<file path="src/core/sfrs_defs.vh">
// constants for the serial flash read and status command block
`ifndef SFRS_DEFS_VH
`define SFRS_DEFS_VH
`define SFRS_OP_READ 8'h03
`define SFRS_OP_READ_FAST 8'h0B
`define SFRS_OP_STAT_RD 8'h05
`define SFRS_OP_STAT_WR 8'h01
`define SFRS_OP_WR_EN 8'h06
`define SFRS_OP_WR_DIS 8'h04
`define SFRS_ST_BUSY 0
`define SFRS_ST_WEL 1
`define SFRS_ST_BP_LO 2
`define SFRS_ST_BP_HI 3
`define SFRS_ST_LOCK 7
`define SFRS_ST_WMASK 8'h8C
`define SFRS_NV_RESET 3'h0
`define SFRS_ADDR_TOP 18'h3FFFF
`define SFRS_STWR_TIME_US 10
`endif

</file>
<file path="src/core/sfrs_core.v">
// command engine of the serial flash: array reads and status read/write
//
// What this block does
// - read 03h takes 24-bit address; first data bit on last address bit fall.
// - read 0Bh takes address plus 8 dummy bits, output on last dummy fall.
// - continued clocking increments address and streams following bytes.
// - address wraps from 3FFFFh to 00000h without a break.
// - select high ends a read; output stays high impedance while deselected.
// - status byte: busy, write latch, two protect bits, reserved, lock.
// - status read 05h is answered at any time, even while busy.
// - status shifts out msb first from the fall of the eighth opcode bit.
// - clocking past bit 0 repeats the current status byte from bit 7.
// - status write 01h plus data byte starts on select rising edge.
// - only protect bits and lock bit change on a status write.
// - status write runs internally; busy reads 1 until it completes.
// - protect and lock bits reset to zero; each commit goes out on nv_data with an nv_write pulse.
// - opcode, address and data sampled on rising clock, msb first.
// - non-read commands only act if select rises exactly after last bit.
// - write latch clears at power-on, on write disable 04h and on write completion.
// - lock set and protect pin low makes status write ignored.
`timescale 1ns/1ps
`default_nettype none
`include "sfrs_defs.vh"
module sfrs_core #(
  parameter CLK_MHZ = 25,
  parameter STWR_CYCLES = `SFRS_STWR_TIME_US * CLK_MHZ,
  parameter AW = 18
) (
  input wire ref_clk,
  input wire rst,
  input wire sck,
  input wire cs_n,
  input wire si,
  input wire wp_n,
  output reg so_o,
  output reg so_oe,
  output wire [7:0] mem_addr,
  output wire [AW-1:0] mem_addr_full,
  input wire [7:0] mem_data,
  output wire [2:0] nv_data,
  output reg nv_write
);
  localparam S_CMD = 2'h0;
  localparam S_ADDR = 2'h1;
  localparam S_DUMMY = 2'h2;
  localparam S_OUT = 2'h3;

  ////////////////////////////////////////////////////////////////
  // two-flop synchronisers for all pins; only stage two is read
  reg [3:0] sync1_r;
  reg [3:0] sync2_r;
  reg sck_d_r;
  always @(posedge ref_clk) begin
    sync1_r <= {wp_n, si, cs_n, sck};
    sync2_r <= sync1_r;
    sck_d_r <= sync2_r[0];
  end
  wire sck_s = sync2_r[0];
  wire cs_s = sync2_r[1];
  wire si_s = sync2_r[2];
  wire wp_s = sync2_r[3];
  wire sck_rise = sck_s & ~sck_d_r;
  wire sck_fall = ~sck_s & sck_d_r;

  ////////////////////////////////////////////////////////////////
  // state
  reg [1:0] state_r;
  reg [7:0] sh_r;
  reg [4:0] bitcnt_r;
  reg [7:0] opcode_r;
  reg [AW-1:0] addr_r;
  reg [7:0] out_r;
  reg [2:0] obit_r;
  reg [7:0] wdata_r;
  reg frame_done_r;
  reg frame_extra_r;
  reg cs_d_r;
  reg wel_r;
  reg busy_r;
  reg [2:0] nv_r;
  reg [2:0] nv_pend_r;
  reg [31:0] busy_cnt_r;

  // status byte as seen by the host; reserved bits read zero
  wire [7:0] status = {nv_r[2], 3'h0, nv_r[1:0], wel_r, busy_r};
  wire is_read = (opcode_r == `SFRS_OP_READ) || (opcode_r == `SFRS_OP_READ_FAST);
  wire [7:0] sh_in = {sh_r[6:0], si_s};
  wire cs_rise = cs_s & ~cs_d_r;

  assign mem_addr = addr_r[7:0];
  assign mem_addr_full = addr_r;
  assign nv_data = nv_r;

  ////////////////////////////////////////////////////////////////
  // serial command engine, rising edge shifts in, falling edge shifts out
  always @(posedge ref_clk) begin
    cs_d_r <= cs_s;
    if (rst || cs_s) begin
      state_r <= S_CMD;
      bitcnt_r <= 5'h00;
      so_oe <= 1'b0;
      so_o <= 1'b0;
      obit_r <= 3'h7;
      if (rst) begin
        opcode_r <= 8'h00;
        frame_done_r <= 1'b0;
        frame_extra_r <= 1'b0;
        addr_r <= {AW{1'b0}};
        sh_r <= 8'h00;
        wdata_r <= 8'h00;
        out_r <= 8'h00;
      end
    end else begin
      if (cs_d_r) begin
        frame_done_r <= 1'b0;
        frame_extra_r <= 1'b0;
        opcode_r <= 8'h00;
      end
      if (sck_rise) begin
        sh_r <= sh_in;
        bitcnt_r <= (bitcnt_r == 5'h17) ? 5'h00 : bitcnt_r + 5'h01;
        case (state_r)
          S_CMD: begin
            if (bitcnt_r == 5'h07) begin
              opcode_r <= sh_in;
              bitcnt_r <= 5'h00;
              if (sh_in == `SFRS_OP_READ || sh_in == `SFRS_OP_READ_FAST) begin
                state_r <= S_ADDR;
              end else if (sh_in == `SFRS_OP_STAT_RD) begin
                state_r <= S_OUT;
                out_r <= status;
              end else if (sh_in == `SFRS_OP_STAT_WR) begin
                state_r <= S_DUMMY;
              end else begin
                state_r <= S_DUMMY;
                frame_done_r <= 1'b1;
              end
            end
          end
          S_ADDR: begin
            addr_r <= {addr_r[AW-2:0], si_s};
            if (bitcnt_r == 5'h17) begin
              if (opcode_r == `SFRS_OP_READ) begin
                state_r <= S_OUT;
              end else begin
                state_r <= S_DUMMY;
              end
            end
          end
          S_DUMMY: begin
            // dummy bits of 0Bh, data byte of 01h, or overrun of short commands
            if (is_read) begin
              if (bitcnt_r == 5'h07) begin
                state_r <= S_OUT;
                bitcnt_r <= 5'h00;
              end
            end else if (frame_done_r) begin
              frame_extra_r <= 1'b1;
            end else if (bitcnt_r == 5'h07) begin
              wdata_r <= sh_in;
              frame_done_r <= 1'b1;
            end
          end
          default: begin
            if (!is_read) begin
              frame_extra_r <= 1'b1;
            end
          end
        endcase
      end
      if (sck_fall && state_r == S_OUT) begin
        so_oe <= 1'b1;
        obit_r <= obit_r - 3'h1;
        if (is_read) begin
          so_o <= (obit_r == 3'h7) ? mem_data[7] : out_r[obit_r];
          if (obit_r == 3'h7) begin
            out_r <= mem_data;
          end
          if (obit_r == 3'h0) begin
            // next byte address; the top wraps to zero
            addr_r <= (addr_r == `SFRS_ADDR_TOP) ? {AW{1'b0}} : addr_r + 1'b1;
          end
        end else begin
          // status is re-sampled at each bit 7 so polling sees fresh busy
          so_o <= (obit_r == 3'h7) ? status[7] : out_r[obit_r];
          if (obit_r == 3'h7) begin
            out_r <= status;
          end
        end
      end
    end
  end

  ////////////////////////////////////////////////////////////////
  // write latch, busy timer and nonvolatile protect bits
  wire frame_ok = cs_rise && frame_done_r && !frame_extra_r;
  wire locked = nv_r[2] && !wp_s;
  always @(posedge ref_clk) begin
    if (rst) begin
      wel_r <= 1'b0;
      busy_r <= 1'b0;
      busy_cnt_r <= 32'h00000000;
      nv_r <= `SFRS_NV_RESET;
      nv_pend_r <= 3'h0;
      nv_write <= 1'b0;
    end else begin
      nv_write <= 1'b0;
      if (busy_r) begin
        if (busy_cnt_r == 32'h00000000) begin
          busy_r <= 1'b0;
          wel_r <= 1'b0;
          nv_r <= nv_pend_r;
          nv_write <= 1'b1;
        end else begin
          busy_cnt_r <= busy_cnt_r - 32'h00000001;
        end
      end else if (frame_ok) begin
        if (opcode_r == `SFRS_OP_WR_EN) begin
          wel_r <= 1'b1;
        end else if (opcode_r == `SFRS_OP_WR_DIS) begin
          wel_r <= 1'b0;
        end else if (opcode_r == `SFRS_OP_STAT_WR && wel_r && !locked) begin
          busy_r <= 1'b1;
          busy_cnt_r <= STWR_CYCLES - 1;
          // bits 0, 1 and 4-6 of the data byte are dropped
          nv_pend_r <= {wdata_r[`SFRS_ST_LOCK], wdata_r[`SFRS_ST_BP_HI],
            wdata_r[`SFRS_ST_BP_LO]};
        end
      end
    end
  end
endmodule
`default_nettype wire

</file>
<file path="config.mk">
export PLATFORM = sky130hd
export DESIGN_NAME = sfrs_core
export DESIGN_NICKNAME = d
export VERILOG_FILES = /design/src/core/sfrs_core.v
export VERILOG_INCLUDE_DIRS = /design/src /design/src/core
export SDC_FILE = /design/constraint.sdc
export NUM_CORES = 1
export LEC_CHECK = 0
export BUFFER_PORTS_ARGS = -buffer_cell sky130_fd_sc_hd__buf_4
export CAP_MARGIN = 20
export CORE_MARGIN = 2
export CORE_UTILIZATION = 60
export CTS_CLUSTER_DIAMETER = 60
export DETAILED_ROUTE_END_ITERATION = 12
export GPL_ROUTABILITY_DRIVEN = 0
export HOLD_SLACK_MARGIN = 0.08
export MAX_ROUTING_LAYER = met4
export PLACE_DENSITY = 0.79
export SLEW_MARGIN = 5
export SYNTH_ARGS = -nofsm -noshare
export SYNTH_HDL_FRONTEND = slang
export SYNTH_SLANG_ARGS = --single-unit
export TNS_END_PERCENT = 30
</file>
<file path="constraint.sdc">
create_clock -name ref_clk -period 2.87 [get_ports ref_clk]
set_input_delay 0 -clock ref_clk [delete_from_list [all_inputs] [get_ports ref_clk]]
set_output_delay 0 -clock ref_clk [all_outputs]
set_load 0.02 [all_outputs]
</file>
# After elaboration in Yosys (flattened, before gate mapping)
# Index checks and enable logic that the tools add are counted.
[word_totals]
regBits = 114
inputBits = 14
[classes]
mux = 86
n_lt_le_gt_ge = 1
eq_ne = 27
n_bitwise = 9
add_sub_neg = 4
n_reduce_logical = 31
[ops]
columns = ["operator", "n"]
rows = [
  ["$mux W32", 6],
  ["$mux W8", 22],
  ["$mux W18", 8],
  ["$mux W1", 35],
  ["$logic_not A32 Y1", 1],
  ["$sub A32 B1 Y32 const B", 1],
  ["$eq A8 B3 Y1 const B", 3],
  ["$add A18 B1 Y18 const B", 1],
  ["$eq A18 B18 Y1 const B", 1],
  ["$eq A8 B1 Y1 const B", 2],
  ["$eq A8 B2 Y1 const B", 2],
  ["$eq A8 B4 Y1 const B", 2],
  ["$ne A2 B2 Y1 const B", 8],
  ["$mux W5", 3],
  ["$mux W7", 2],
  ["$reduce_and A6 Y1", 2],
  ["$mux W2", 5],
  ["$pmux W5 S2", 1],
  ["$reduce_and A5 Y1", 2],
  ["$reduce_bool A2 Y1", 5],
  ["$logic_and A1 B1 Y1", 6],
  ["$ne A2 B1 Y1 const B", 3],
  ["$not A1 Y1", 6],
  ["$pmux W2 S3", 1],
  ["other kinds (19)", 30],
]

# Depth between registers and ports, before layout
# Gate-level depths: netlist (run 1).
[depth]
ltp_word = 10
mapped_depth = 9

# Worst setup path after synthesis (run 1)
# OpenSTA, ideal clock, no wires.
[synth_path]
path_type = "flip-flop to flip-flop"
start = "register addr_r[0], in the netlist mem_addr_full[0]"
end = "register addr_r[9], in the netlist mem_addr_full[9], data pin"
stages_incl_launch_ff = 8
arrival_time_ns = 2.024
t_required_ns = 2.600
path_slack_ns = 0.576
cell_sequence = "edfxtp_1 > ha_1 > nand4_1 > nor3_1 > a31oi_1 > a22o_1 > nand2_1 > a21oi_1"
[synth_via]
elab_chain_len = 6
[synth_lines]
columns = ["element", "line_no", "text"]
rows = [
  ["start: declaration", "sfrs_core.v:71", "reg [AW-1:0] addr_r;"],
  ["start signal: assignment", "sfrs_core.v:108", "addr_r <= {AW{1'b0}};"],
  ["start signal: assignment", "sfrs_core.v:141", "addr_r <= {addr_r[AW-2:0], si_s};"],
  ["start signal: assignment", "sfrs_core.v:181", "addr_r <= (addr_r == `SFRS_ADDR_TOP) ? {AW{1'b0}} : addr_r + 1'b1;"],
  ["$add A18 B1 Y18 / $eq A18 B18 Y1 (equally long branches)", "n/a", ""],
  ["$mux W18 (*)", "sfrs_core.v:181", ""],
  ["$mux W18 (*)", "sfrs_core.v:179", "if (obit_r == 3'h0) begin"],
  ["$mux W18 (*)", "sfrs_core.v:174", "if (is_read) begin"],
  ["$mux W18 (*)", "sfrs_core.v:171", "if (sck_fall && state_r == S_OUT) begin"],
  ["$mux W18 (*)", "sfrs_core.v:98", "if (rst || cs_s) begin"],
]
# Mark *: on every way between the ends. The rest lies on a longest branch, timed or not.
# A chain may end at the register's enable or synchronous reset.

# Worst setup path in the final report (run 1)
[layout_path]
start = "register opcode_r[6]"
end = "register busy_cnt_r[30]"
[layout_via]
elab_chain_len = 5
[layout_lines]
columns = ["element", "line_no", "text"]
rows = [
  ["start: declaration", "sfrs_core.v:70", "reg [7:0] opcode_r;"],
  ["start signal: assignment", "sfrs_core.v:125", "opcode_r <= sh_in;"],
  ["$eq A8 B1 Y1 (no line)", "n/a", ""],
  ["$logic_and A1 B1 Y1 (2 in a row)", "sfrs_core.v:222", "end else if (opcode_r == `SFRS_OP_STAT_WR && wel_r && !locked) begin"],
  ["$reduce_bool A2 Y1 (no line)", "n/a", ""],
  ["$reduce_and A5 Y1 (no line) (*)", "n/a", ""],
  ["end signal: assignment", "sfrs_core.v:215", "busy_cnt_r <= busy_cnt_r - 32'h00000001;"],
  ["end signal: assignment", "sfrs_core.v:224", "busy_cnt_r <= STWR_CYCLES - 1;"],
  ["end: declaration", "sfrs_core.v:82", "reg [31:0] busy_cnt_r;"],
]
# Marked as above.

==> metrics.txt, run 1 <==
outcome complete, no violations; initial antenna violation count 0; leakage power 2.400 nW; Slowest-stage cell, CP or4_4; CP peak stage delay 0.54 ns; Netlist Area Pre-Place 5559 um^2; H-tree depth 3; Synth Area in Adders 2.476%; Reg-to-Reg End busy_cnt_r[30]$_SDFFE_PP0P_; clock root cell clkbuf_8; CP max FO 14; Synth Area per Inst 9.519 um^2; CP Class flop to flop; WP buf/inv 0; Critical Path RT 3.18 ns; layout cells sized above 1 15.19%; CTS max path bufs 2; area leader, netlist edfxtp_1; final slew viol count 0; area fraction in compound gates after synthesis 14.88%; Via density 6.216; Die Span X 100.3 um; Clock Skews 0.01869 ns; number of synthesis warnings 0; hold slack 0.2681 ns; io pins 46; top cell type's share of synthesized area 24.85%; Nets 665; Synth Instances 584; final worst path period need 2.505 ns; register area share after synthesis 47.54%; clock latency on the worst-skew pair 0.37 ns; TNS Setup 0 ns; cts repair resizes 0; I/O Buffers 45; syn nets 609; hold_sp si; global-route wire length before repair 20040 um; final-report setup violation count 0; count leader, synth nor2_1; Post-synth EDFFs 46; Hold Crit Depth 2; placed inst area 6010 um^2; CORE AREA 9109 um^2; Total GRT Usage 25.72%; mux share of post-synthesis cell area 2.251%; peak supply drop 0.3350 mV; r2r worst-path depth 6; register bit total from synthesis 109; Initial Util 61.03%; Worst Setup End Kind flop; WL per Instance 16.27 um; largest cells by area after synthesis edfxtp_1 (25%), dfxtp_1 (23%), a21oi_1 (4.8%); worst min path class input port to flop; r2r setup slk 0.37 ns; Site Rows 35; cts bufs inserted 9; max_cap viols 0; Hold Vio Cnt, Final 0; largest net degree at the start of global routing 37; slew margin rel. 44.19%; cell breakdown of the critical path nor4_4 > nand2_2 > or4_4 > a21o_1 > or4_1 > a21oi_1; main combinational cell family by area after synthesis simple AND/OR/NAND/NOR gates; Synth cell types 69; worst reg2reg path startpoint opcode_r[6]$_SDFFCE_PP0P_; Simple-Gate Fraction of Synth Area 24.44%; total vias in the final route 4699; global route total overflow 0; antenna cells 0; Fmax 399.2 MHz; unrepaired setup endpoints after global routing no; fin crit share 87.28%; Post CTS Setup Buffer Count 0; Finished Layout Cells 756; Worst path top cell family by delay simple AND/OR/NAND/NOR gates; residual DRC count 0; Final Cell Area 6330 um^2; PwrDens 447.1 nW/um^2; HPWL after DPL 8543 um; Starting DRT DRC Count 351; CTS clock-pin slew for the worst setup and hold paths 0.10 ns; fin util 69.49%; placed cells 727; Sink Count 109; top_reg_cell synth dfxtp_1; Die Footprint 10050 um^2; FFs w/ async S/R, synth 0%; CTS tree yes; Slew @ Worst Pin 0.8296 ns; final wirelength 12300 um; antenna-violating nets left 0; crit path DAT 2.81 ns; startpoint types flop; Die Ht 100.3 um; vias in the first global route 4360; drt first pass iters 6; Post-Synth XOR/XNOR Area 4.569%; most frequent cells after synthesis nor2_1 (69), dfxtp_1 (63), nand2_1 (59); Hold EP sync1_r[2]$_DFF_P_; Syn-to-layout area delta 13.86%
==> how the worst max path moves through the flow <==
stage                                        start                             end  cells past startpoint
detailed placement       opcode_r[6]$_SDFFCE_PP0P_     busy_cnt_r[30]$_SDFFE_PP0P_                      6
finish                   opcode_r[6]$_SDFFCE_PP0P_     busy_cnt_r[30]$_SDFFE_PP0P_                      6
global route              bitcnt_r[0]$_SDFFE_PP0P_          out_r[7]$_SDFFCE_PP0P_                      8
CTS                      opcode_r[6]$_SDFFCE_PP0P_     busy_cnt_r[30]$_SDFFE_PP0P_                      6
global placement         opcode_r[6]$_SDFFCE_PP0P_     busy_cnt_r[14]$_SDFFE_PP0P_                      6
floorplan           mem_addr_full[0]$_SDFFCE_PP0P_  mem_addr_full[9]$_SDFFCE_PP0P_                      7
==> logic make-up after synthesis <==
logic type / after synthesis
XOR/XNOR: 29
multiplexers: 10
AO/OA/AOI/OAI: 128
buffers and inverters: 45
flip-flops: 109
AND/OR/NAND/NOR: 252
adder cells (fa/ha/maj): 11
==> cells in the final DEF (no fill, tap or decap), drive strengths merged, types with 15 or more instances in the layout <==
cell type,count
xnor2,20
a21oi,53
nand2,60
edfxtp,46
o21ai,22
buf,63
dfxtp,63
and2,15
nor2,69
nor4,17
==> through the flow <==
step	power, mW	setup slack [ns]
6_report	2.830	0.3650
4_1_cts	2.846	0.3879
5_1_grt	2.927	0.2238
2_1_floorplan	1.860	0.5763
3_5_place_dp	1.938	0.3969
3_3_place_gp	1.932	0.4814
==> layout make-up <==
type                       instances  area (um^2)
clock buffer                       9        123.9
clock inverter                     7        66.31
fill                             710         2779
inverter                          14        52.55
multi-input combinational        430         2703
sequential                       109         2643
tap                              111        138.9
timing repair buffer              76        603.1
==> state kept, by name (all words and copies together) (netlist names) <==
signal         flops
wel_r              1
mem_addr_full     18
frame_done_r       1
obit_r             3
so_o               1
nv_write           1
bitcnt_r           5
sync2_r            4
cs_d_r             1
sh_r               7
nv_data            3
sync1_r            4
busy_cnt_r        32
opcode_r           8
wdata_r            3
so_oe              1
busy_r             1
out_r              8
frame_extra_r      1
sck_d_r            1
state_r            2
nv_pend_r          3
==> worst reg2reg max path, delay by kind of cell (launching register included) <==
family           cells  cell delay [ns]
AO/OA/AOI/OAI        2             0.50
AND/OR/NAND/NOR      4             1.50
flip-flops           1             0.44
==> what timing repair did <==
action                                  in CTS  in global routing
hold buffers                                13                  0
hold endpoints to repair                    28                  0
endpoints found under the setup margin       0                  0
==> routing by layer <==
metal / track usage (%) / routed length (um) / vias up / part of all wire [%]
li1: - / - / 2256 / -
met1: 33.47 / 5494 / 2240 / 45
met2: 40.37 / 5748 / 177 / 47
met3: 3.621 / 806 / 26 / 6.6
met4: 11.17 / 251 / 0 / 2.0
met5: - / 0 / - / 0
==> power by group <==
| part | leakage, nW | internal, mW | switching (mW) |
|---|---|---|---|
| sequential | 1.02 | 1.66 | 0.0466 |
| combinational | 1.29 | 0.0902 | 0.118 |
| clock | 0.0903 | 0.398 | 0.515 |
(Power assumes the default switching activity.)
==> run 2: changes to the inputs <==
--- a/config.mk
+++ b/config.mk
@@ -6,8 +6,7 @@
 export SDC_FILE = /design/constraint.sdc
 export NUM_CORES = 1
 export LEC_CHECK = 0
-export BUFFER_PORTS_ARGS = -buffer_cell sky130_fd_sc_hd__buf_4
-export CAP_MARGIN = 20
+export BUFFER_PORTS_ARGS = -buffer_cell sky130_fd_sc_hd__buf_2
 export CORE_MARGIN = 2
 export CORE_UTILIZATION = 60
 export CTS_CLUSTER_DIAMETER = 60
==> metrics.txt, run 2 (synthesis results as in run 1) <==
largest net degree at the start of global routing 37 (unchanged); io pins 46 (unchanged); max FFs per register 32 (unchanged); Slowest-stage cell, CP or4_4; Final Cell Area 6202 um^2 (-2.0%); most frequent cells in the layout nor2_1 (69), dfxtp_1 (63), nand2_1 (59), a21oi_1 (53), edfxtp_1 (46); worst min path class input port to flop; antenna cells 0 (unchanged); outcome complete, no violations; Setup WS post-layout 0.3744 ns (+0.009354 ns); clock latency on the worst-skew pair 0.38 ns (about the same); cts bufs inserted 9 (unchanged); placed inst area 5874 um^2 (-2.2%); I/O Buffers 45 (unchanged); Die Footprint 10050 um^2 (unchanged); max_cap viols 0 (unchanged); clock root cell clkbuf_8; Via density 6.120 (-1.5%); final slew viol count 0 (unchanged); HPWL after DPL 8415 um (-1.5%); Critical Path RT 3.17 ns (about the same); Die Ht 100.3 um (unchanged); final wirelength 12320 um (+0.12%); CTS max path bufs 2 (unchanged); cell breakdown of the critical path nor4_4 > nand2_2 > or4_4 > a21o_1 > or4_1 > a21oi_1; Clock Skews 0.01723 ns (-0.001463 ns); global-route wire length before repair 20110 um (+0.34%); Hold Vio Cnt, Final 0 (unchanged); Slew @ Worst Pin 0.7475 ns (-0.08209 ns); Sequential Power Share 60.4% (about the same); CP max FO 14 (unchanged); setup slack after placement 0.3955 ns (-0.001373 ns); Total GRT Usage 25.69% (-0.027 points); residual DRC count 0 (unchanged); Post CTS Setup Buffer Count 0 (unchanged); Reg with most FFs busy_cnt_r; overall power 2.834 mW (+0.15%); fin util 68.09% (-1.4 points); H-tree depth 3 (unchanged); switch share 23.91% (-0.072 points); Sink Count 109 (unchanged); drt first pass iters 5 (-1); leakage power 2.381 nW (-0.80%); Initial Util 61.03% (unchanged); TNS Setup 0 ns (unchanged); Nets 662 (-0.45%); Fmax 400.7 MHz (+0.37%); CP Class flop to flop; crit path DAT 2.80 ns (about the same); Syn-to-layout area delta 11.57%; CTS tree yes; WP buf/inv 0 (unchanged); layout cells sized above 1 14.80% (-0.40 points); WL per Instance 16.36 um (+0.52%); antenna-violating nets left 0 (unchanged); FILL cells 717 (+0.99%); Site Rows 35 (unchanged); PwrDens 457.0 nW/um^2 (+2.2%); final worst path period need 2.496 ns (-0.009354 ns); CTS clock-pin slew for the worst setup and hold paths 0.11 ns (about the same); Starting DRT DRC Count 242 (-31%); peak supply drop 0.3360 mV (+0.32%); CP peak stage delay 0.53 ns (about the same); vias in the first global route 4244 (-2.7%); commonest non-fill, non-tap cell in the layout nor2_1; Worst Setup End Kind flop; Clk pwr share 32.9% (+0.7 points); Comb pwr share 6.7% (-0.6 points); final-report setup violation count 0 (unchanged); slew margin rel. 49.94% (+5.7 points); Worst path top cell family by delay simple AND/OR/NAND/NOR gates; startpoint types flop; Int Power 2.157 mW (+0.24%); unrepaired setup endpoints after global routing no; global route total overflow 0 (unchanged); Die Span X 100.3 um (unchanged); Switch Pwr 677.6 uW (-0.15%); total vias in the final route 4608 (-1.9%); fin crit share 86.96% (-0.33 points); initial antenna violation count 0 (unchanged); CORE AREA 9109 um^2 (unchanged)
-- run 2: cell count changes in the layout (fill, tap and decap cells not counted), sizes merged --
cell | previous run | this run
bufinv | 1 | 0
inv | 13 | 14
clkbuf | 9 | 13
buf | 63 | 60
clkinv | 5 | 3
clkinvlp | 2 | 0
-- run 2: metrics by stage --
stage	cells	hold WS [ns]
after floorplan	584	0.02772
after global placement	724	0.1020
after detailed placement	724	0.1044
after CTS	753	0.2519
after global routing	753	0.2648
final	753	0.2632
-- run 2: path summary, 6_finish.rpt --
check	slack, ns	startpoint	cells after the start	endpoint
worst min register to register	0.33	sync1_r[2]$_DFF_P_	0	sync2_r[2]$_DFF_P_
worst max register to register	0.37	opcode_r[6]$_SDFFCE_PP0P_	6	busy_cnt_r[14]$_SDFFE_PP0P_
worst min-delay path	0.26	sck	2	sync1_r[0]$_DFF_P_
worst max-delay path	0.37	opcode_r[6]$_SDFFCE_PP0P_	6	busy_cnt_r[14]$_SDFFE_PP0P_
-- run 2: repair_timing --
item | CTS | global route
hold buffers | 13 | 0
endpoints found under the hold margin | 19 | 0
resized for setup | 0 | 0
-- run 2: routing by layer --
| metal | GRT usage, % | part of all wire, % | up-vias |
|---|---|---|---|
| met2 | 39.80 | 47 | 161 |
| met3 | 4.596 | 5.1 | 22 |
| met1 | 34.25 | 45 | 2189 |
| met5 | - | 0 | - |
| li1 | - | - | 2236 |
| met4 | 8.851 | 2.0 | 0 |
-- run 2: layout make-up --
| class | count | area, um^2 | share of cell area (%) |
|---|---|---|---|
| Timing Repair Buffer | 73 | 467.9 | 7.545 |
| Sequential cell | 109 | 2643 | 42.61 |
| Multi-Input combinational cell | 430 | 2703 | 43.57 |
| Inverter | 14 | 52.55 | 0.8473 |
| Clock buffer | 13 | 181.4 | 2.925 |
| Clock inverter | 3 | 16.27 | 0.2623 |
| Tap cell | 111 | 138.9 | 2.239 |
-- run 2: power by group through the flow --
stage | Sequential, mW | Combinational [mW] | Clock (mW)
final | 1.71 | 0.189 | 0.933
after global routing | 1.72 | 0.206 | 1.01
after global placement | 1.74 | 0.171 | 0
after floorplan | 1.75 | 0.108 | 0
after CTS | 1.71 | 0.190 | 0.941
after detailed placement | 1.75 | 0.174 | 0
==> run 3: changes to the inputs <==
--- a/config.mk
+++ b/config.mk
@@ -8,13 +8,13 @@
 export LEC_CHECK = 0
 export BUFFER_PORTS_ARGS = -buffer_cell sky130_fd_sc_hd__buf_2
 export CORE_MARGIN = 2
-export CORE_UTILIZATION = 60
+export CORE_UTILIZATION = 30
 export CTS_CLUSTER_DIAMETER = 60
 export DETAILED_ROUTE_END_ITERATION = 12
 export GPL_ROUTABILITY_DRIVEN = 0
 export HOLD_SLACK_MARGIN = 0.08
 export MAX_ROUTING_LAYER = met4
-export PLACE_DENSITY = 0.79
+export PLACE_DENSITY = 0.45
 export SLEW_MARGIN = 5
 export SYNTH_ARGS = -nofsm -noshare
 export SYNTH_HDL_FRONTEND = slang
==> metrics.txt, run 3 (synthesis results as in run 1) <==
Total GRT Usage 14.67% (-11 points); Critical Path RT 3.16 ns (about the same); CTS Hold Bufs 10 (-3); hold slack 0.1008 ns (-0.1623 ns); Starting DRT DRC Count 324 (+34%); global-route wire length before repair 22230 um (+11%); Setup WS post-layout 0.4026 ns (+0.02826 ns); Hold EP out_r[2]$_SDFFCE_PP0P_; global route total overflow 0 (unchanged); Reg with most FFs busy_cnt_r; Hold Vio Cnt, Final 0 (unchanged); antenna cells 0 (unchanged); antenna-violating nets left 0 (unchanged); HPWL after DPL 9764 um (+16%); placed cells 852 (+18%); Worst Setup End Kind flop; most frequent cells in the layout nor2_1 (69), dfxtp_1 (63), nand2_1 (59), a21oi_1 (53), edfxtp_1 (46); total vias in the final route 4509 (-2.1%); Die Span X 140.1 um (+40%); Syn-to-layout area delta 17.85%; Reg-to-Reg End busy_cnt_r[14]$_SDFFE_PP0P_; final slew viol count 0 (unchanged); cts repair resizes 0 (unchanged); H-tree depth 3 (unchanged); worst min path class input port to flop; initial antenna violation count 0 (unchanged); fin crit share 85.97% (-0.98 points); clock root cell clkbuf_16; TNS Setup 0 ns (unchanged); crit path DAT 2.76 ns (-0.04 ns); CP max FO 14 (unchanged); layout cells sized above 1 16.49% (+1.7 points); Site Rows 49 (+40%); vias in the first global route 4265 (+0.49%); final worst path period need 2.467 ns (-0.02826 ns); setup slack after placement 0.3914 ns (-0.004116 ns); Die Ht 140.1 um (+40%); Sink Count 109 (unchanged); WL per Instance 15.71 um (-4.0%); final-report setup violation count 0 (unchanged); unrepaired setup endpoints after global routing no; CORE AREA 18090 um^2 (+99%); peak supply drop 0.2982 mV (-11%); leakage power 2.484 nW (+4.3%); Finished Layout Cells 878 (+17%); CTS clock-pin slew for the worst setup and hold paths 0.07 ns (-0.04 ns); clock latency on the worst-skew pair 0.36 ns (-0.02 ns); Nets 669 (+1.1%); Via density 5.136 (-16%); slew margin rel. 42.76% (-7.2 points); worst reg2reg path startpoint opcode_r[6]$_SDFFCE_PP0P_; r2r setup slk 0.40 ns (+0.03 ns); I/O Buffers 45 (unchanged); PwrDens 512.4 nW/um^2 (+12%); final wirelength 13790 um (+12%); residual DRC count 7 (+7); CP Class flop to flop; Fmax 405.3 MHz (+1.1%); outcome complete, but fails checks; io pins 46 (unchanged); startpoint types flop; commonest non-fill, non-tap cell in the layout nor2_1; failing checks DRC; Hold Crit Depth 3 (+1); Die Footprint 19640 um^2 (+95%); Post CTS Setup Buffer Count 0 (unchanged); hold_sp mem_data[2]; CTS tree yes; cts bufs inserted 9 (unchanged); Clock Skews 0.007723 ns (-0.009503 ns); max_cap viols 0 (unchanged); max FFs per register 32 (unchanged); r2r worst-path depth 6 (unchanged); drt first pass iters 9 (+4); largest net degree at the start of global routing 37 (unchanged); CTS max path bufs 2 (unchanged); Slew @ Worst Pin 0.8546 ns (+0.1071 ns); Initial Util 30.74% (-30 points)
-- run 3: cell count changes in the layout (fill, tap and decap cells not counted) --
cell / change
clkbuf_8: -7
bufinv_16: +2
clkbuf_1: -2
dlygate4sd3_1: -3
clkinvlp_4: +1
clkbuf_16: +8
clkinv_4: +1
clkinv_2: -2
buf_4: +10
inv_4: -1
-- run 3: per-layer routing --
layer,part of all wire (%),track usage (%),up-vias
met5,0,-,-
met4,1.7,5.742,0
met3,3.3,2.564,13
met2,45,22.01,87
met1,50,19.79,2156
li1,-,-,2253
-- run 3: critical path, stage by stage, from the launching register on --
cell	delay, ns
edfxtp_1	0.43
nor4_4	0.40
nand2_2	0.12
or4_4	0.51
a21o_1	0.33
or4_1	0.45
a21oi_1	0.15
-- run 3: cell type report --
class	count	area [um^2]
multi-input combinational	430	2703
inverter	14	52.55
timing repair buffer	80	513.0
clock buffer	12	277.8
tap	229	286.5
clock inverter	4	76.32
sequential	109	2643
fill	1805	11530
-- run 3: power by group --
group / total [mW] / switching, mW / internal [mW] / leakage, nW
sequential: 1.71 / 0.0463 / 1.66 / 1.02
combinational: 0.191 / 0.119 / 0.0717 / 1.30
clock: 1.46 / 0.588 / 0.868 / 0.170
-- run 3: stage by stage --
stage	cell area [um^2]	utilization [%]	power (mW)
CTS	6551	36.22	3.404
floorplan	5559	-	1.860
global placement	6097	33.71	1.928
detailed placement	6097	33.71	1.929
finish	6551	36.22	3.357
global route	6551	36.22	3.496
-- run 3: worst max path at each step --
stage	cells after the start	from	slack [ns]	end
6_report	6	opcode_r[6]$_SDFFCE_PP0P_	0.40	busy_cnt_r[14]$_SDFFE_PP0P_
2_1_floorplan	7	mem_addr_full[0]$_SDFFCE_PP0P_	0.58	mem_addr_full[9]$_SDFFCE_PP0P_
3_5_place_dp	6	opcode_r[6]$_SDFFCE_PP0P_	0.39	busy_cnt_r[14]$_SDFFE_PP0P_
5_1_grt	8	busy_cnt_r[0]$_SDFFE_PP0P_	0.23	wel_r$_SDFFE_PP0P_
4_1_cts	6	opcode_r[6]$_SDFFCE_PP0P_	0.38	busy_cnt_r[14]$_SDFFE_PP0P_
3_3_place_gp	6	opcode_r[6]$_SDFFCE_PP0P_	0.49	busy_cnt_r[14]$_SDFFE_PP0P_
